`config.mk`:
```
export PLATFORM = sky130hd
export DESIGN_NAME = sbc_top
export DESIGN_NICKNAME = d
export VERILOG_FILES = /design/src/design/sbc_pin_sync.v /design/src/design/sbc_divider.v /design/src/design/sbc_top.v
export VERILOG_INCLUDE_DIRS = /design/src /design/src/design
export SDC_FILE = /design/constraint.sdc
export NUM_CORES = 1
export LEC_CHECK = 0
export ABC_AREA = 1
export BUFFER_PORTS_ARGS = -buffer_cell sky130_fd_sc_hd__buf_2
export CORE_ASPECT_RATIO = 1.1
export CORE_MARGIN = 4
export CORE_UTILIZATION = 39
export CTS_CLUSTER_DIAMETER = 100
export CTS_CLUSTER_SIZE = 25
export DETAILED_ROUTE_END_ITERATION = 10
export GPL_TIMING_DRIVEN = 1
export PLACE_DENSITY = 0.74
export SETUP_SLACK_MARGIN = 0.1
export SYNTH_ARGS = -nofsm -noshare
export SYNTH_HDL_FRONTEND = slang
export SYNTH_SLANG_ARGS = --single-unit
```
`constraint.sdc`:
```
create_clock -name ref_clk -period 1.8 [get_ports ref_clk]
set_input_delay 0.09 -clock ref_clk [delete_from_list [all_inputs] [get_ports ref_clk]]
set_output_delay 0.09 -clock ref_clk [all_outputs]
set_load 0.02 [all_outputs]
```
`src/design/sbc_map.vh`:
```
// Purpose: Constants for the serial baud clock generator.
// Assumes: Included only by the top-level design file of the block, by its bare name.
// Notes:   Definitions only; no logic.
//
// Behaviour
// RULE_01 - Reference clock: bus clock or crystal
// RULE_02 - Protocol clock: reference or half reference
// RULE_03 - Divided clock equals protocol over ratio+1
// RULE_04 - Sample source chosen by two-bit field
// RULE_05 - Predivided clock equals sample over predivider+1
// RULE_06 - Counter clock equals predivided over denominator+1
// RULE_07 - UART software keeps denominator at most 0xF
// RULE_08 - Time counter runs only when enabled
// RULE_09 - Time counter source: protocol or divided
// RULE_10 - Auto-baud rewrites ratio at fourth falling edge
// RULE_11 - Register resets to 0x0000_3C00
// RULE_12 - Reserved bits read zero, ignore writes
`ifndef SBC_MAP_VH
`define SBC_MAP_VH

// Register map
`define SBC_ADDR_W          8
`define SBC_OFF_CLOCK_GEN   8'h08
`define SBC_RESET_CLOCK_GEN 32'h0000_3c00
`define SBC_WRITE_MASK      32'h03ff_7f3f

// Field positions of baud_clock_gen
`define SBC_REF_SEL_BIT     0
`define SBC_PROT_SEL_BIT    1
`define SBC_SAMP_SEL_HI     3
`define SBC_SAMP_SEL_LO     2
`define SBC_TM_EN_BIT       4
`define SBC_TM_SRC_BIT      5
`define SBC_PREDIV_HI       9
`define SBC_PREDIV_LO       8
`define SBC_DENOM_HI        14
`define SBC_DENOM_LO        10
`define SBC_RATIO_HI        25
`define SBC_RATIO_LO        16

// Field widths
`define SBC_RATIO_W         10
`define SBC_PREDIV_W        2
`define SBC_DENOM_W         5
`define SBC_TM_W            10
`define SBC_BAUD_W          11

// Sample source encodings
`define SBC_SAMP_DIV        2'h0
`define SBC_SAMP_PROT       2'h1
`define SBC_SAMP_SERIAL     2'h2
`define SBC_SAMP_REF        2'h3

// Auto-baud: falling edges of the 0x55 frame counted before the update
`define SBC_EDGE_MEASURE    3'h3
`define SBC_EDGE_UPDATE     3'h4

`endif

```
`src/design/sbc_pin_sync.v`:
```
// Purpose: Two-stage synchroniser with edge pulses, one lane per pin.
// Assumes: Pins are asynchronous to ref_clk and far slower than it.
// Notes:   The first stage feeds only the second stage.
`timescale 1ns/10ps
module sbc_pin_sync #(
  parameter N = 1
) (
  // Clock and reset
  input  wire         ref_clk,
  input  wire         rst,
  // Pins
  input  wire [N-1:0] pin_in,
  // Synchronised level and edge pulses
  output wire [N-1:0] level,
  output wire [N-1:0] rise,
  output wire [N-1:0] fall
);

  genvar i;
  generate
    for (i = 0; i < N; i = i + 1) begin : g_lane
      reg meta_r;
      reg sync_r;
      reg last_r;
      always @(posedge ref_clk) begin
        if (rst) begin
          meta_r <= 1'b0;
          sync_r <= 1'b0;
          last_r <= 1'b0;
        end else begin
          meta_r <= pin_in[i];
          sync_r <= meta_r;
          last_r <= sync_r;
        end
      end
      assign level[i] = sync_r;
      assign rise[i]  = sync_r & ~last_r;
      assign fall[i]  = ~sync_r & last_r;
    end
  endgenerate

endmodule

```
`src/design/sbc_divider.v`:
```
// Purpose: Enable-pulse divider: one output pulse per ratio+1 input pulses.
// Assumes: tick_in is a one-cycle enable on ref_clk.
// Notes:   A ratio of zero passes every input pulse straight through.
`timescale 1ns/10ps
module sbc_divider #(
  parameter W = 10
) (
  // Clock and reset
  input  wire         ref_clk,
  input  wire         rst,
  // Input rate and ratio
  input  wire         tick_in,
  input  wire [W-1:0] ratio,
  // Divided rate, combinational from the counter
  output wire         tick_out
);

  reg [W-1:0] cnt_r;
  wire        wrap;

  // Comparing with >= lets a ratio lowered mid-count wrap at once
  assign wrap     = (cnt_r >= ratio);
  assign tick_out = tick_in & wrap;

  always @(posedge ref_clk) begin
    if (rst) begin
      cnt_r <= {W{1'b0}};
    end else if (tick_in) begin
      if (wrap) begin
        cnt_r <= {W{1'b0}};
      end else begin
        cnt_r <= cnt_r + {{(W-1){1'b0}}, 1'b1};
      end
    end
  end

endmodule

```
`src/design/sbc_top.v`:
```
// Purpose: Baud clock generator: source selection and division of the
//          reference, protocol, divided and sample rates, time measure
//          counter and UART auto-baud update of the divider ratio.
// Assumes: Every derived clock is a one-cycle enable on ref_clk (200 MHz).
//          Crystal and serial clock pins are below 100 MHz.
// Notes:   Register port: read data valid only in the cycle after rd_en.
//
// The address-and-strobe port was decided locally.
`timescale 1ns/10ps
`include "sbc_map.vh"
module sbc_top (
  // Clock and reset
  input  wire                   ref_clk,
  input  wire                   rst,
  // Register port
  input  wire [`SBC_ADDR_W-1:0] addr,
  input  wire [31:0]            wr_data,
  input  wire                   wr_en,
  input  wire                   rd_en,
  output reg  [31:0]            rd_data,
  // Clock sources
  input  wire                   pclk_tick,
  input  wire                   external_crystal,
  input  wire                   serial_clk_pin,
  // UART auto-baud context
  input  wire                   uart_mode,
  input  wire                   auto_baud_enable,
  input  wire                   rx_pin,
  // Derived rates
  output reg                    reference_tick,
  output reg                    protocol_tick,
  output reg                    divided_tick,
  output reg                    sample_tick,
  output reg                    predivided_tick,
  output reg                    sample_counter_tick,
  // Time measurement and auto-baud status
  output reg  [`SBC_TM_W-1:0]   tm_count,
  output reg                    tm_running,
  output reg                    baud_updated,
  output reg  [`SBC_BAUD_W-1:0] baud_detect_interval
);

  ////////////////////////////////////////////////////////////////////////////
  // Register and fields

  reg  [31:0]                baud_clock_gen_r;
  reg  [31:0]                baud_clock_gen_nxt;

  wire                       reference_source_select;
  wire                       protocol_source_select;
  wire [1:0]                 sample_source_select;
  wire                       time_measure_enable;
  wire                       timer_source_select;
  wire [`SBC_PREDIV_W-1:0]   sample_predivider;
  wire [`SBC_DENOM_W-1:0]    sample_denominator;
  wire [`SBC_RATIO_W-1:0]    divider_ratio;

  assign reference_source_select = baud_clock_gen_r[`SBC_REF_SEL_BIT];
  assign protocol_source_select  = baud_clock_gen_r[`SBC_PROT_SEL_BIT];
  assign sample_source_select    = baud_clock_gen_r[`SBC_SAMP_SEL_HI:`SBC_SAMP_SEL_LO];
  assign time_measure_enable     = baud_clock_gen_r[`SBC_TM_EN_BIT];
  assign timer_source_select     = baud_clock_gen_r[`SBC_TM_SRC_BIT];
  assign sample_predivider       = baud_clock_gen_r[`SBC_PREDIV_HI:`SBC_PREDIV_LO];
  assign sample_denominator      = baud_clock_gen_r[`SBC_DENOM_HI:`SBC_DENOM_LO];
  assign divider_ratio           = baud_clock_gen_r[`SBC_RATIO_HI:`SBC_RATIO_LO];

  wire                       reg_hit;
  assign reg_hit = (addr == `SBC_OFF_CLOCK_GEN);

  ////////////////////////////////////////////////////////////////////////////
  // Pin synchronisers: crystal, serial clock, receive line

  wire [2:0]                 pin_level;
  wire [2:0]                 pin_rise;
  wire [2:0]                 pin_fall;

  sbc_pin_sync #(
    .N (3)
  ) u_pins (
    .ref_clk (ref_clk),
    .rst     (rst),
    .pin_in  ({rx_pin, serial_clk_pin, external_crystal}),
    .level   (pin_level),
    .rise    (pin_rise),
    .fall    (pin_fall)
  );

  wire                       xtal_tick;
  wire                       sclk_tick;
  wire                       rx_fall;
  assign xtal_tick = pin_rise[0];
  assign sclk_tick = pin_rise[1];
  assign rx_fall   = pin_fall[2];

  ////////////////////////////////////////////////////////////////////////////
  // Reference and protocol rates

  wire                       ref_tick;
  reg                        half_phase_r;
  wire                       half_ref_tick;
  wire                       prot_tick;

  assign ref_tick = reference_source_select ? xtal_tick : pclk_tick;  // [RULE_01]

  // Half reference: every second reference pulse
  always @(posedge ref_clk) begin
    if (rst) begin
      half_phase_r <= 1'b0;
    end else if (ref_tick) begin
      half_phase_r <= ~half_phase_r;
    end
  end
  assign half_ref_tick = ref_tick & half_phase_r;

  assign prot_tick = protocol_source_select ? half_ref_tick : ref_tick;  // [RULE_02]

  ////////////////////////////////////////////////////////////////////////////
  // Divided clock

  wire                       div_tick;

  sbc_divider #(
    .W (`SBC_RATIO_W)
  ) u_div_clk (
    .ref_clk  (ref_clk),
    .rst      (rst),
    .tick_in  (prot_tick),
    .ratio    (divider_ratio),
    .tick_out (div_tick)  // [RULE_03]
  );

  ////////////////////////////////////////////////////////////////////////////
  // Sample clock and its two division stages

  reg                        samp_tick;
  wire                       pds_tick;
  wire                       ds_tick;

  always @* begin
    case (sample_source_select)  // [RULE_04]
      `SBC_SAMP_DIV:    samp_tick = div_tick;
      `SBC_SAMP_PROT:   samp_tick = prot_tick;
      `SBC_SAMP_SERIAL: samp_tick = sclk_tick;
      `SBC_SAMP_REF:    samp_tick = ref_tick;
      default:          samp_tick = div_tick;
    endcase
  end

  sbc_divider #(
    .W (`SBC_PREDIV_W)
  ) u_predivider (
    .ref_clk  (ref_clk),
    .rst      (rst),
    .tick_in  (samp_tick),
    .ratio    (sample_predivider),
    .tick_out (pds_tick)  // [RULE_05]
  );

  // No clamp in UART mode: keeping the denominator legal is up to software
  sbc_divider #(
    .W (`SBC_DENOM_W)
  ) u_denominator (
    .ref_clk  (ref_clk),
    .rst      (rst),
    .tick_in  (pds_tick),
    .ratio    (sample_denominator),
    .tick_out (ds_tick)  // [RULE_06]
  );

  ////////////////////////////////////////////////////////////////////////////
  // Time measurement counter

  wire                       tm_tick;
  assign tm_tick = timer_source_select ? div_tick : prot_tick;  // [RULE_09]

  // Cleared while disabled so every measurement starts from zero
  always @(posedge ref_clk) begin
    if (rst) begin
      tm_count   <= {`SBC_TM_W{1'b0}};
      tm_running <= 1'b0;
    end else begin
      tm_running <= time_measure_enable;
      if (!time_measure_enable) begin
        tm_count <= {`SBC_TM_W{1'b0}};  // [RULE_08]
      end else if (tm_tick) begin
        tm_count <= tm_count + {{(`SBC_TM_W-1){1'b0}}, 1'b1};  // [RULE_08]
      end
    end
  end

  ////////////////////////////////////////////////////////////////////////////
  // Auto-baud detection on a received 0x55
  // A 0x55 frame falls at start, bit 1, bit 3, bit 5 and bit 7. The span from the
  // third to the fourth fall covers bits 3 and 4, two bit times; half of it
  // is the bit time, in protocol clock periods.

  localparam AB_IDLE = 2'h0;
  localparam AB_WAIT = 2'h1;
  localparam AB_DONE = 2'h2;

  reg  [1:0]                 ab_state_r;
  reg  [1:0]                 ab_state_nxt;
  reg  [2:0]                 ab_edges_r;
  reg  [`SBC_BAUD_W-1:0]     ab_span_r;
  wire                       ab_armed;
  wire                       ab_fire;
  wire [`SBC_RATIO_W-1:0]    ab_ratio;
  wire                       ab_span_full;

  assign ab_armed     = uart_mode & auto_baud_enable;
  assign ab_fire      = (ab_state_r == AB_WAIT) & rx_fall &
                        (ab_edges_r == `SBC_EDGE_MEASURE);
  assign ab_span_full = &ab_span_r;
  // Bit time minus one; a span under two periods gives a ratio of zero
  assign ab_ratio     = (ab_span_r[`SBC_BAUD_W-1:1] == {`SBC_RATIO_W{1'b0}}) ?
                        {`SBC_RATIO_W{1'b0}} :
                        (ab_span_r[`SBC_BAUD_W-1:1] - {{(`SBC_RATIO_W-1){1'b0}}, 1'b1});

  always @* begin
    case (ab_state_r)
      AB_IDLE: ab_state_nxt = ab_armed ? AB_WAIT : AB_IDLE;
      AB_WAIT: ab_state_nxt = !ab_armed ? AB_IDLE : (ab_fire ? AB_DONE : AB_WAIT);
      AB_DONE: ab_state_nxt = ab_armed ? AB_DONE : AB_IDLE;
      default: ab_state_nxt = AB_IDLE;
    endcase
  end

  always @(posedge ref_clk) begin
    if (rst) begin
      ab_state_r <= AB_IDLE;
      ab_edges_r <= 3'h0;
      ab_span_r  <= {`SBC_BAUD_W{1'b0}};
    end else begin
      ab_state_r <= ab_state_nxt;
      if (ab_state_r != AB_WAIT) begin
        ab_edges_r <= 3'h0;
        ab_span_r  <= {`SBC_BAUD_W{1'b0}};
      end else if (rx_fall) begin
        ab_edges_r <= ab_edges_r + 3'h1;
        // The fall cycle's own tick opens the span, so it counts whole periods
        ab_span_r  <= {{(`SBC_BAUD_W-1){1'b0}}, prot_tick};
      end else if (prot_tick && !ab_span_full &&
                   ab_edges_r == `SBC_EDGE_MEASURE) begin
        // Saturates so a stalled line cannot wrap into a short bit time
        ab_span_r  <= ab_span_r + {{(`SBC_BAUD_W-1){1'b0}}, 1'b1};
      end
    end
  end

  ////////////////////////////////////////////////////////////////////////////
  // Register write, including the hardware ratio update

  always @* begin
    baud_clock_gen_nxt = baud_clock_gen_r;
    if (wr_en && reg_hit) begin
      baud_clock_gen_nxt = wr_data & `SBC_WRITE_MASK;  // [RULE_12]
    end
    // Hardware update wins over a software write in the same cycle
    if (ab_fire) begin
      baud_clock_gen_nxt[`SBC_RATIO_HI:`SBC_RATIO_LO] = ab_ratio;  // [RULE_10]
    end
  end

  always @(posedge ref_clk) begin
    if (rst) begin
      baud_clock_gen_r <= `SBC_RESET_CLOCK_GEN;  // [RULE_11]
    end else begin
      baud_clock_gen_r <= baud_clock_gen_nxt;
    end
  end

  ////////////////////////////////////////////////////////////////////////////
  // Read port and registered outputs

  always @(posedge ref_clk) begin
    if (rst) begin
      rd_data              <= 32'h0000_0000;
      reference_tick       <= 1'b0;
      protocol_tick        <= 1'b0;
      divided_tick         <= 1'b0;
      sample_tick          <= 1'b0;
      predivided_tick      <= 1'b0;
      sample_counter_tick  <= 1'b0;
      baud_updated         <= 1'b0;
      baud_detect_interval <= {`SBC_BAUD_W{1'b0}};
    end else begin
      // Unmapped addresses and idle cycles read zero
      if (rd_en && reg_hit) begin
        rd_data <= baud_clock_gen_r & `SBC_WRITE_MASK;  // [RULE_12]
      end else begin
        rd_data <= 32'h0000_0000;
      end
      reference_tick      <= ref_tick;
      protocol_tick       <= prot_tick;
      divided_tick        <= div_tick;
      sample_tick         <= samp_tick;
      predivided_tick     <= pds_tick;
      sample_counter_tick <= ds_tick;
      baud_updated        <= ab_fire;
      if (ab_fire) begin
        baud_detect_interval <= ab_span_r;
      end
    end
  end

endmodule

```
; Word-level counts from Yosys, hierarchy flattened
; Index checks and enable logic that the tools add are counted.
[totals]
input_bits = 50
output_inout_bits = 61
latch_bits = 0
regBits = 127
romBits = 0
mem_count = 0
ram_bits = 0
[op_classes]
reduce_logical = 15
eq_ne = 8
div = 0
add_sub_neg = 7
bitwise_logic = 16
n_lt_le_gt_ge = 3
n_mux = 17
mul = 0
shift = 0
[ops]
columns = operator, n
row1 = 10-bit two-way mux, 3
row2 = 26-bit two-way mux, 1
row3 = 10-bit by 1-bit adder with 10-bit output (second input constant), 2
row4 = 11-bit by 1-bit adder with 11-bit output (second input constant), 1
row5 = 11-bit AND reduction, 1
row6 = 1-bit bitwise AND, 10
row7 = 10-bit >= comparator, 1
row8 = 10-bit logical NOT, 1
row9 = 10-bit by 1-bit subtractor with 10-bit output (second input constant), 1
row10 = 8-bit by 4-bit equality test with 1-bit output (second input constant), 1
row11 = 2-bit two-way mux, 4
row12 = 2-bit equality test (second input constant), 3
row13 = 1-bit two-way mux, 6
row14 = 1-bit inverter, 6
row15 = 2-bit case mux with 3 select lines, 1
row16 = 2-bit OR reduction, 3
row17 = 5-bit by 1-bit adder with 5-bit output (second input constant), 1
row18 = 5-bit >= comparator, 1
row19 = 5-bit two-way mux, 1
row20 = 2-bit by 1-bit equality test with 1-bit output (second input constant), 2
row21 = 1-bit logical AND, 4
row22 = 2-bit logical NOT, 2
row23 = 1-bit case mux with 4 select lines, 1
row24 = 2-bit nonzero test, 2
row25 = 7 further kinds, 7

; Logic depth before layout (Yosys ltp)
; Gate-level depths: netlist of run 1.
[depth]
ltp_word = 9
mapped_depth = 14
depth_no_buf = 14

; By module
; Synthesis of run 1 repeated with hierarchy kept, for this count alone.
[hier_totals]
hier_cells = 754
hier_area_um2 = 5536.6
[by_module_without_submodules]
columns = mod, seq_area_each_um2, cells_per_inst, instances, area_per_inst_um2
row1 = sbc_top, 1841.8, 536, 1, 3947.5
row2 = sbc_divider (u_div_clk), 200.2, 107, 1, 762.0
row3 = sbc_divider (u_denominator), 100.1, 48, 1, 367.9
row4 = sbc_pin_sync, 180.2, 40, 1, 315.3
row5 = sbc_divider (u_predivider), 40.0, 23, 1, 143.9

; Worst setup path before layout of run 1
; OpenSTA, ideal clock, no wires.
[synth_path]
kind = reg2reg
from = reg u_div_clk.cnt_r[0]
to = reg tm_count[3]
setup_slack_ps = 81
n_path_buf = 1
t_arrival_ps = 1603
period_less_slack_ps = 1719
stages_incl_launch_ff = 14
required_time_ps = 1684
cell_sequence = dfxtp_1 -> inv_1 -> ha_1 -> inv_1 -> nand2_1 -> nand2_1 -> nand2_1 -> nand3_1 -> nand3_1 -> nand2_2 -> nand2_2 -> buf_6 -> a21oi_1 -> nor2_1
[synth_via]
elab_chain_len = 3
[synth_rtl]
columns = element, line
row1 = from (decl), sbc_divider.v:18  ; reg [W-1:0] cnt_r;
row2 = from (signal assigned), sbc_divider.v:27  ; cnt_r <= {W{1'b0}};
row3 = from (signal assigned), sbc_divider.v:30  ; cnt_r <= {W{1'b0}};
row4 = from (signal assigned), sbc_divider.v:32  ; cnt_r <= cnt_r + {{(W-1){1'b0}}, 1'b1};
row5 = 10-bit >= comparator, sbc_divider.v:22  ; assign wrap = (cnt_r >= ratio);
row6 = 1-bit bitwise AND, sbc_divider.v:23  ; assign tick_out = tick_in & wrap;
row7 = 1-bit two-way mux, sbc_top.v:174  ; assign tm_tick = timer_source_select ? div_tick : prot_tick;
row8 = to (signal assigned), sbc_top.v:179  ; tm_count <= {`SBC_TM_W{1'b0}};
row9 = to (signal assigned), sbc_top.v:184  ; tm_count <= {`SBC_TM_W{1'b0}};
row10 = to (signal assigned), sbc_top.v:186  ; tm_count <= tm_count + {{(`SBC_TM_W-1){1'b0}}, 1'b1};
row11 = to (decl), sbc_top.v:37  ; output reg [`SBC_TM_W-1:0] tm_count,
; Every way passes these cells.
; A chain may end at the register's enable or synchronous reset.

; Worst setup path after layout of run 1
[layout_path]
from = reg baud_clock_gen_r[13]
to = reg u_denominator.cnt_r[4]
[layout_via]
elab_chain_len = 2
[layout_rtl]
columns = element, line
row1 = from (decl), sbc_top.v:46  ; reg [31:0] baud_clock_gen_r;
row2 = from (signal assigned), sbc_top.v:266  ; baud_clock_gen_r <= `SBC_RESET_CLOCK_GEN;
row3 = from (signal assigned), sbc_top.v:268  ; baud_clock_gen_r <= baud_clock_gen_nxt;
row4 = 5-bit >= comparator, sbc_divider.v:22
row5 = 5-bit two-way mux, sbc_divider.v:29  ; if (wrap) begin
row6 = to (signal assigned), sbc_divider.v:27
row7 = to (signal assigned), sbc_divider.v:30
row8 = to (signal assigned), sbc_divider.v:32
row9 = to (decl), sbc_divider.v:18
; Every way passes these cells.

==> run_results.csv, run 1 <==
group,metric,value,unit
worst_setup_path,cp_data_arrival_time,2.01,ns
routing,wire_per_inst,14.1,µm
sta,slew_viol_final,0,
placement,place_hpwl,8910,µm
layout,final_nets,893,
flow_run,cap_violations,0,
floorplanning,ios,111,
sta,finalHoldViolations,0,
routing,drtPass1Iterations,5,
logic_synthesis,synth.yosys.warnings,0,
placement,gp_congestion,0.860,
logic_synthesis,synth_area_leaders,"dfxtp_1 45%, nand2_1 8.5%, nor2_1 6.9%, inv_1 6.9%, ha_1 6.0%",
routing,via_count,4907,
layout,layout_common_cells,"108 x nand2_1, 102 x dfxtp_1, 92 x nor2_1, 92 x buf_2, 85 x inv_1",
logic_synthesis,synth_cells,676,
logic_synthesis,syn_area,0.00519,mm²
layout,drive_above_1_share,27.1,%
grt,grt_pass1_wl,22200,µm
logic_synthesis,synth_cell_types,34,
floorplanning,dieArea,0.0152,mm²
floorplanning,start_util,40.6,%
logic_synthesis,ys_seq_elements,118,
sta,hold_slack,0.0218,ns
power,vdd_ir_drop_max,0.553,mV
clock_network,clock-sinks,118,
logic_synthesis,synth_edf_count,0,
routing,route.detailed.drc,0,
sta,final.period_utilization,92.9,%
power,fin_total_pwr,6.93,mW
sta,period_needed,1.67,ns
sta,finalSetupTns,0,ns
grt,grt_max_degree,24,
routing,ant_nets,0,
worst_setup_path,setup.worst_path.class,"flop to flop",
worst_setup_path,end_kind,"flop",
grt,grt_pass1_vias,4705,
logic_synthesis,yosys.area.top_type,"dfxtp_1",
logic_synthesis,netlist.area_leader.share,45.5,%
floorplanning,placementRows,43,
power,leakagePower,3.17,nW
routing,drt_iter0_drc,400,
layout,mostFrequentLayoutCell,"nand2_1",
sta,rsz0062_at_grt,"true",
clock_network,cts_buffer_depth,2,
clock_network,path_clk_slew,0.05,ns
worst_setup_path,required,2.14,ns
power,power.density,971,mW/mm²
placement,portBuffers,92,
layout,fillers,1108,
layout,syn_to_final_growth,37.4,%
clock_network,htree_levels,4,
min_path,hp-start,"rst",
floorplanning,fp.coreArea,0.0128,mm²
clock_network,numCtsBuffers,17,
grt,antenna_found_initial,0,
logic_synthesis,ys_seq_area_share,45.5,%
routing,vias_per_cell,4.96,
floorplanning,die_w,118,µm
clock_network,cts_tree,"done",
sta,fin_skew,0.00964,ns
sta,setup_viol,0,
layout,multi_input_area,0.00262,mm²
run_status,outcome,"finished clean",
grt,grt_overflow,0,
clock_network,root_buffer,"clkbuf_16",
routing,routed_wl,14000,µm
clock_network,clock_latency,0.41,ns
sta,worst_slack,0.128,ns
worst_setup_path,crit_fanout,6,
floorplanning,die-height,129,µm
worst_setup_path,r2r_start,"baud_clock_gen_r[13]",
grt,grt_usage,18.1,%
placement,place_ws,0.0236,ns
logic_synthesis,synthFlopType,"dfxtp_1",
worst_setup_path,critPathLaunch,"baud_clock_gen_r[13]",
layout,seq_area,0.00238,mm²
logic_synthesis,syn_area_per_cell,7.68,µm²
sta,max_freq,598,MHz
worst_setup_path,critPathLaunchType,"flop",
logic_synthesis,async_flop_share,0,%
min_path,hp-class,"input pin to flop",
## repair_timing
item / 4_1_cts / 5_1_grt
hold endpoints to repair: 18 / 0
setup endpoints to repair: 15 / 45
pin swaps: 14 / 16
cloned: 0 / 1
gates resized for setup: 30 / 46
setup buffers: 3 / 2
hold buffers: 18 / 0
## cell type report
cell class	instances	share of cell area (%)
antenna	1	0.0351
clock buffer	23	6.56
clock inverter	9	3.09
inverter	97	5.24
multi-input combinational	445	36.8
sequential	118	33.4
tap	157	2.75
timing repair buffer	139	12.2
## through the flow
stage,util (%),instances,area (µm²)
CTS,54.1,986,6930
global route,55.7,988,7130
finish,55.7,989,7140
floorplan,-,684,5230
global placement,46.3,933,5930
detailed placement,46.3,933,5930
## per-layer routing
metal,GRT usage (%),vias up,part of all wire [%]
met4,8.00,0,3.3
li1,-,2449,-
met5,0,-,0
met1,20.8,2243,41
met3,4.89,42,5.3
met2,31.9,173,50
## critical path: stages (launching register included)
cell and delay [ns]:
dfxtp_1 0.30, inv_1 0.14, ha_4 0.24, nand2_1 0.08, inv_1 0.08, o21ai_2 0.07
nand4_1 0.26, nor2_1 0.20, nand3_1 0.10, a21oi_1 0.14
## cells in the mapped netlist, types with 11 or more instances
library cell    n
nor2_1         96
nand3_1        27
nand2_1       117
o21ai_0        34
a21oi_1        47
dfxtp_1       118
ha_1           25
xor2_1         16
inv_1          95
a211oi_1       11
nor3_1         11
## registers in the layout (all words and copies together), names as in the netlist, 2 cells and up
register and cells:
rd_data 23, ab_span_r 11, u_predivider.cnt_r 2, u_div_clk.cnt_r 10, baud_detect_interval 11, ab_edges_r 3
baud_clock_gen_r 23, ab_state_r 2, u_pins.g_lane.last_r 3, tm_count 10, u_denominator.cnt_r 5, u_pins.g_lane.meta_r 3
u_pins.g_lane.sync_r 3
## report_power, final
part	total (mW)	switching (mW)	internal (mW)
registers	2.66	0.0165	2.64
clock network	3.94	1.14	2.80
logic	0.327	0.192	0.135
## logic make-up (layout without fill, tap and decap cells)
family / count (synthesis) / count (layout) / synth area share (%)
XOR/XNOR: 23 / 23 / 3.88
other: 1 / 10 / 0.0722
AND/OR/NAND/NOR: 276 / 277 / 22.8
AO/OA/AOI/OAI: 111 / 111 / 11.9
buffers and inverters: 122 / 268 / 9.90
adder cells (fa/ha/maj): 25 / 25 / 6.02
flip-flops: 118 / 118 / 45.5
## final timing paths
| path | end | slack [ns] | cells past startpoint |
|---|---|---|---|
| min | baud_clock_gen_r[4] | 0.02 | 2 |
| min reg2reg | u_pins.g_lane[0].sync_r | 0.40 | 2 |
| max | u_denominator.cnt_r[4] | 0.13 | 9 |
| max reg2reg | u_denominator.cnt_r[4] | 0.13 | 9 |
(Power assumes the default switching activity.)
==> run 2: changes to the inputs <==
Settings changed: CTS_BUF_LIST set to sky130_fd_sc_hd__clkbuf_4, MAX_ROUTING_LAYER set to met4.
==> run_results.csv, run 2 (synthesized netlist as in run 1, its figures left out) <==
group,metric,value,unit
worst_setup_path,end_kind,"flop",
floorplanning,dieArea,0.0152,mm²
min_path,hp-start,"rd_en",
worst_setup_path,required,2.27,ns
clock_network,clock_latency,0.54,ns
run_status,outcome,"finished clean",
flow_run,cap_violations,0,
grt,grt_pass1_vias,4630,
power,p_int,4.36,mW
power,power_switching,1.18,mW
sta,rsz0062_at_grt,"true",
layout,utilization,54.4,%
power,leakagePower,3.12,nW
clock_network,path_clk_slew,0.10,ns
clock_network,numCtsBuffers,17,
min_path,hp-class,"input pin to flop",
grt,grt_overflow,0,
routing,dr.max_layer_used,"met4",
routing,wl_met3,665,µm
sta,setup_viol,0,
power,pwr-share-clk,45.8,%
routing,route.detailed.drc,0,
placement,place_ws,0.0236,ns
floorplanning,ios,111,
layout,top_regs,"baud_clock_gen_r x23, rd_data x23",
power,switching_share,21.3,%
routing,routed_wl,13800,µm
placement,gp_congestion,0.873,
layout,layout_common_cells,"110 x nand2_1, 101 x dfxtp_1, 94 x nor2_1, 92 x buf_2, 84 x inv_1",
power,p_comb_share,6.3,%
grt,antenna_found_initial,1,
clock_network,clock-sinks,118,
layout,mostFrequentLayoutCell,"nand2_1",
routing,drt_iter0_drc,378,
layout,seq_area,0.00239,mm²
layout,drive_above_1_share,26.6,%
placement,place_hpwl,8910,µm
clock_network,root_buffer,"clkbuf_4",
power,power.density,795,mW/mm²
floorplanning,fp.coreArea,0.0128,mm²
sta,slew_viol_final,0,
routing,drt-met1-wl,5790,µm
sta,final.period_utilization,96.2,%
sta,max_freq,578,MHz
routing,drtPass1Iterations,5,
layout,design_area,0.00696,mm²
placement,portBuffers,92,
layout,final_nets,909,
worst_setup_path,r2r_start,"baud_clock_gen_r[14]",
grt,grt_usage,18.5,%
floorplanning,die-height,129,µm
floorplanning,start_util,40.6,%
floorplanning,placementRows,43,
routing,via_count,4941,
clock_network,htree_levels,4,
worst_setup_path,crit_fanout,6,
layout,fillers,1136,
routing,wire_per_inst,13.7,µm
worst_setup_path,cp_data_arrival_time,2.20,ns
worst_setup_path,critPathLaunch,"baud_clock_gen_r[14]",
power,vdd_ir_drop_max,0.459,mV
clock_network,cts_buffer_depth,2,
worst_setup_path,critPathLaunchType,"flop",
layout,multi_input_area,0.00260,mm²
routing,met2_length,6880,µm
power,pwr-share-seq,47.9,%
worst_setup_path,setup.worst_path.class,"flop to flop",
sta,fin_skew,0.0164,ns
sta,period_needed,1.73,ns
sta,worst_slack,0.0684,ns
routing,vias_per_cell,4.91,
clock_network,cts_tree,"done",
grt,grt_pass1_wl,22000,µm
sta,finalHoldViolations,0,
routing,ant_nets,0,
placement,placed_area,0.00593,mm²
layout,syn_to_final_growth,34.0,%
floorplanning,die_w,118,µm
grt,grt_max_degree,24,
## run 2: layout make-up
type                    instances  area share, %
diodes                          2         0.0719
clock buffers                  21           2.26
clock inverters                11           3.27
inverters                      97           5.34
multi-input cells             445           37.3
flip-flops and latches        118           34.3
well taps                     157           2.82
repair buffers                155           14.6
## run 2: layer usage
layer / track usage, % / vias to the layer above
met3: 3.93 / 37
met1: 21.2 / 2264
li1: - / 2475
met5: - / -
met2: 31.2 / 165
met4: 8.69 / 0
## run 2: power by group through the flow
stage          Clock, mW  Combinational, mW  Sequential, mW
2_1_floorplan          0              0.159            2.72
3_3_place_gp           0              0.251            2.71
3_5_place_dp           0              0.254            2.71
4_1_cts             2.58              0.320            2.65
5_1_grt             2.71              0.382            2.66
6_report            2.53              0.347            2.65
## run 2: final timing paths
check	end	slack, ns	depth (start not counted)
setup / recovery	u_denominator.cnt_r[4]	0.07	9
hold / removal	rd_data[12]	0.06	4
setup reg to reg	u_denominator.cnt_r[4]	0.07	9
hold reg to reg	u_pins.g_lane[0].sync_r	0.41	2
## run 2: critical path: stages (launching register included)
cell	delay, ns
dfxtp_1	0.31
inv_1	0.12
ha_4	0.23
nand2_1	0.09
inv_1	0.08
nand4_1	0.12
nand4_1	0.23
nor2_1	0.22
nand3_1	0.12
a21oi_1	0.15
## run 2: what timing repair did
item,4_1_cts,5_1_grt
gates resized for setup,28,42
hold endpoints to repair,34,0
gates cloned,0,1
hold buffers,31,0
endpoints found under the setup margin,15,48
setup buffers,5,2
pin swaps,16,21
## run 2: per-stage QoR
stage	cells	hold WS, ns	power [mW]	setup TNS (ns)
2_1_floorplan	684	0.197	2.88	0
5_1_grt	1005	0.0492	5.75	-0.0852
4_1_cts	1001	0.0334	5.55	0
3_3_place_gp	933	0.295	2.96	0
3_5_place_dp	933	0.301	2.97	0
6_report	1006	0.0640	5.53	0
==> run 3: changes to the inputs <==
Settings changed: PLACE_DENSITY 0.74 to not set.
==> run_results.csv, run 3 (synthesized netlist as in run 1, its figures left out) <==
group,metric,value,unit
layout,mostFrequentLayoutCell,"nand2_1",
layout,utilization,53.4,%
sta,worst_slack,0.0938,ns
clock_network,cts_buffer_depth,2,
grt,grt_max_degree,31,
min_path,hp-class,"input pin to flop",
placement,place_ws,-0.0486,ns
power,pwr-share-seq,49.8,%
floorplanning,die-height,129,µm
sta,max_freq,586,MHz
floorplanning,die_w,118,µm
clock_network,cts_tree,"done",
floorplanning,fp.coreArea,0.0128,mm²
power,switching_share,21.8,%
sta,final.period_utilization,94.8,%
power,leakagePower,3.06,nW
clock_network,clock_latency,0.51,ns
routing,wire_per_inst,13.0,µm
worst_setup_path,critPathMaxStageDelay,0.35,ns
grt,grt_overflow,0,
layout,antenna_cells,0,
grt,grt_usage,17.5,%
sta,finalHoldViolations,0,
worst_setup_path,crit_fanout,8,
routing,ant_nets,0,
layout,drive_above_1_share,24.5,%
grt,grt_pass1_vias,4708,
clock_network,clock-sinks,118,
routing,route.detailed.drc,0,
grt,grt_pass1_wl,21200,µm
grt,antenna_found_initial,0,
placement,dp.cells,928,
worst_setup_path,critPathLaunchType,"flop",
sta,slew_viol_final,0,
layout,layout_common_cells,"109 x nand2_1, 108 x dfxtp_1, 92 x buf_2, 91 x nor2_1, 88 x inv_1",
clock_network,numCtsBuffers,17,
sta,fin_skew,0.0203,ns
power,pwr-share-clk,44.0,%
placement,place_hpwl,9020,µm
floorplanning,dieArea,0.0152,mm²
placement,portBuffers,92,
sta,period_needed,1.71,ns
clock_network,htree_levels,4,
floorplanning,ios,111,
placement,gp_congestion,0.826,
routing,via_count,4797,
floorplanning,start_util,40.6,%
power,power_switching,1.16,mW
worst_setup_path,required,2.24,ns
power,vdd_ir_drop_max,0.437,mV
layout,final_nets,903,
routing,vias_per_cell,4.81,
sta,rsz0062_at_grt,"true",
routing,drt_iter0_drc,262,
power,p_int,4.17,mW
flow_run,cap_violations,0,
floorplanning,placementRows,43,
sta,setup_viol,0,
worst_setup_path,setup.worst_path.class,"flop to flop",
worst_setup_path,cp_data_arrival_time,2.15,ns
worst_setup_path,end_kind,"flop",
routing,drtPass1Iterations,4,
worst_setup_path,crit_path_top_delay_cell,"dfxtp_2",
power,p_comb_share,6.2,%
worst_setup_path,worstPathCellList,"inv_2 -> ha_4 -> nand2_4 -> nor2_4 -> nand3_2 -> nand3_4 -> nand3_4 -> nand2_4 -> nand2_8 -> nor2_4 -> nand2_2 -> nand2_1",
clock_network,path_clk_slew,0.11,ns
routing,routed_wl,13000,µm
layout,syn_to_final_growth,31.6,%
clock_network,root_buffer,"clkbuf_4",
layout,top_regs,"baud_clock_gen_r x23, rd_data x23",
power,power.density,780,mW/mm²
run_status,outcome,"finished clean",
layout,instances_no_fill,997,
sta,finalSetupTns,0,ns
-- run 3: changes by cell type in the layout (fill, tap and decap cells not counted), sizes merged --
cell	previous run	this run
buf	124	119
bufinv	7	6
clkbuf	21	19
clkinv	5	6
clkinvlp	0	1
diode	2	0
nand2	125	124
-- run 3: power groups by stage --
| stage | sequential (mW) | combinational, mW | clock (mW) |
|---|---|---|---|
| 2_1_floorplan | 2.72 | 0.159 | 0 |
| 3_3_place_gp | 2.71 | 0.244 | 0 |
| 3_5_place_dp | 2.71 | 0.249 | 0 |
| 4_1_cts | 2.66 | 0.309 | 2.41 |
| 5_1_grt | 2.66 | 0.365 | 2.53 |
| 6_report | 2.65 | 0.330 | 2.35 |
-- run 3: critical path, delay by kind of cell, from the launching register on --
family / cells / cell delay (ns)
buffers and inverters: 1 / 0.05
adder cells (fa/ha/maj): 1 / 0.27
flip-flops: 1 / 0.35
AND/OR/NAND/NOR: 10 / 0.97
-- run 3: final timing paths --
check	from	endpoint	slack [ns]	depth (start not counted)
setup / recovery	baud_clock_gen_r[25]	u_denominator.cnt_r[2]	0.09	12
hold / removal	pclk_tick	reference_tick	0.07	6
setup reg to reg	baud_clock_gen_r[25]	u_denominator.cnt_r[2]	0.09	12
hold reg to reg	u_pins.g_lane[2].meta_r	u_pins.g_lane[2].sync_r	0.41	2
-- run 3: final cells by class --
cell class / instances / area [µm²]
fill: 1216 / 5970
multi-input combinational: 444 / 2560
sequential: 118 / 2370
timing repair buffer: 150 / 985
inverter: 97 / 372
clock inverter: 12 / 208
tap: 157 / 196
clock buffer: 19 / 143
-- run 3: what timing repair did --
| action | CTS | global route |
|---|---|---|
| buffers inserted | 4 | 3 |
| hold buffers | 31 | 0 |
| gates resized for setup | 6 | 54 |
| endpoints found under the setup margin | 23 | 52 |
| hold endpoints to repair | 34 | 0 |
| pin swaps | 4 | 29 |
-- run 3: routing by layer --
metal | track usage [%] | vias to the layer above | routed length, µm
met3 | 5.02 | 29 | 526
met1 | 19.6 | 2188 | 5560
li1 | - | 2459 | -
met5 | - | - | 0
met4 | 7.03 | 0 | 302
met2 | 29.8 | 121 | 6570
-- run 3: metrics by stage --
| step | total power [mW] | hold slack (ns) | cell area [µm²] |
|---|---|---|---|
| 2_1_floorplan | 2.88 | 0.197 | 5230 |
| 3_3_place_gp | 2.96 | 0.298 | 5890 |
| 3_5_place_dp | 2.96 | 0.297 | 5890 |
| 4_1_cts | 5.37 | 0.0149 | 6600 |
| 5_1_grt | 5.56 | 0.0556 | 6840 |
| 6_report | 5.33 | 0.0659 | 6840 |
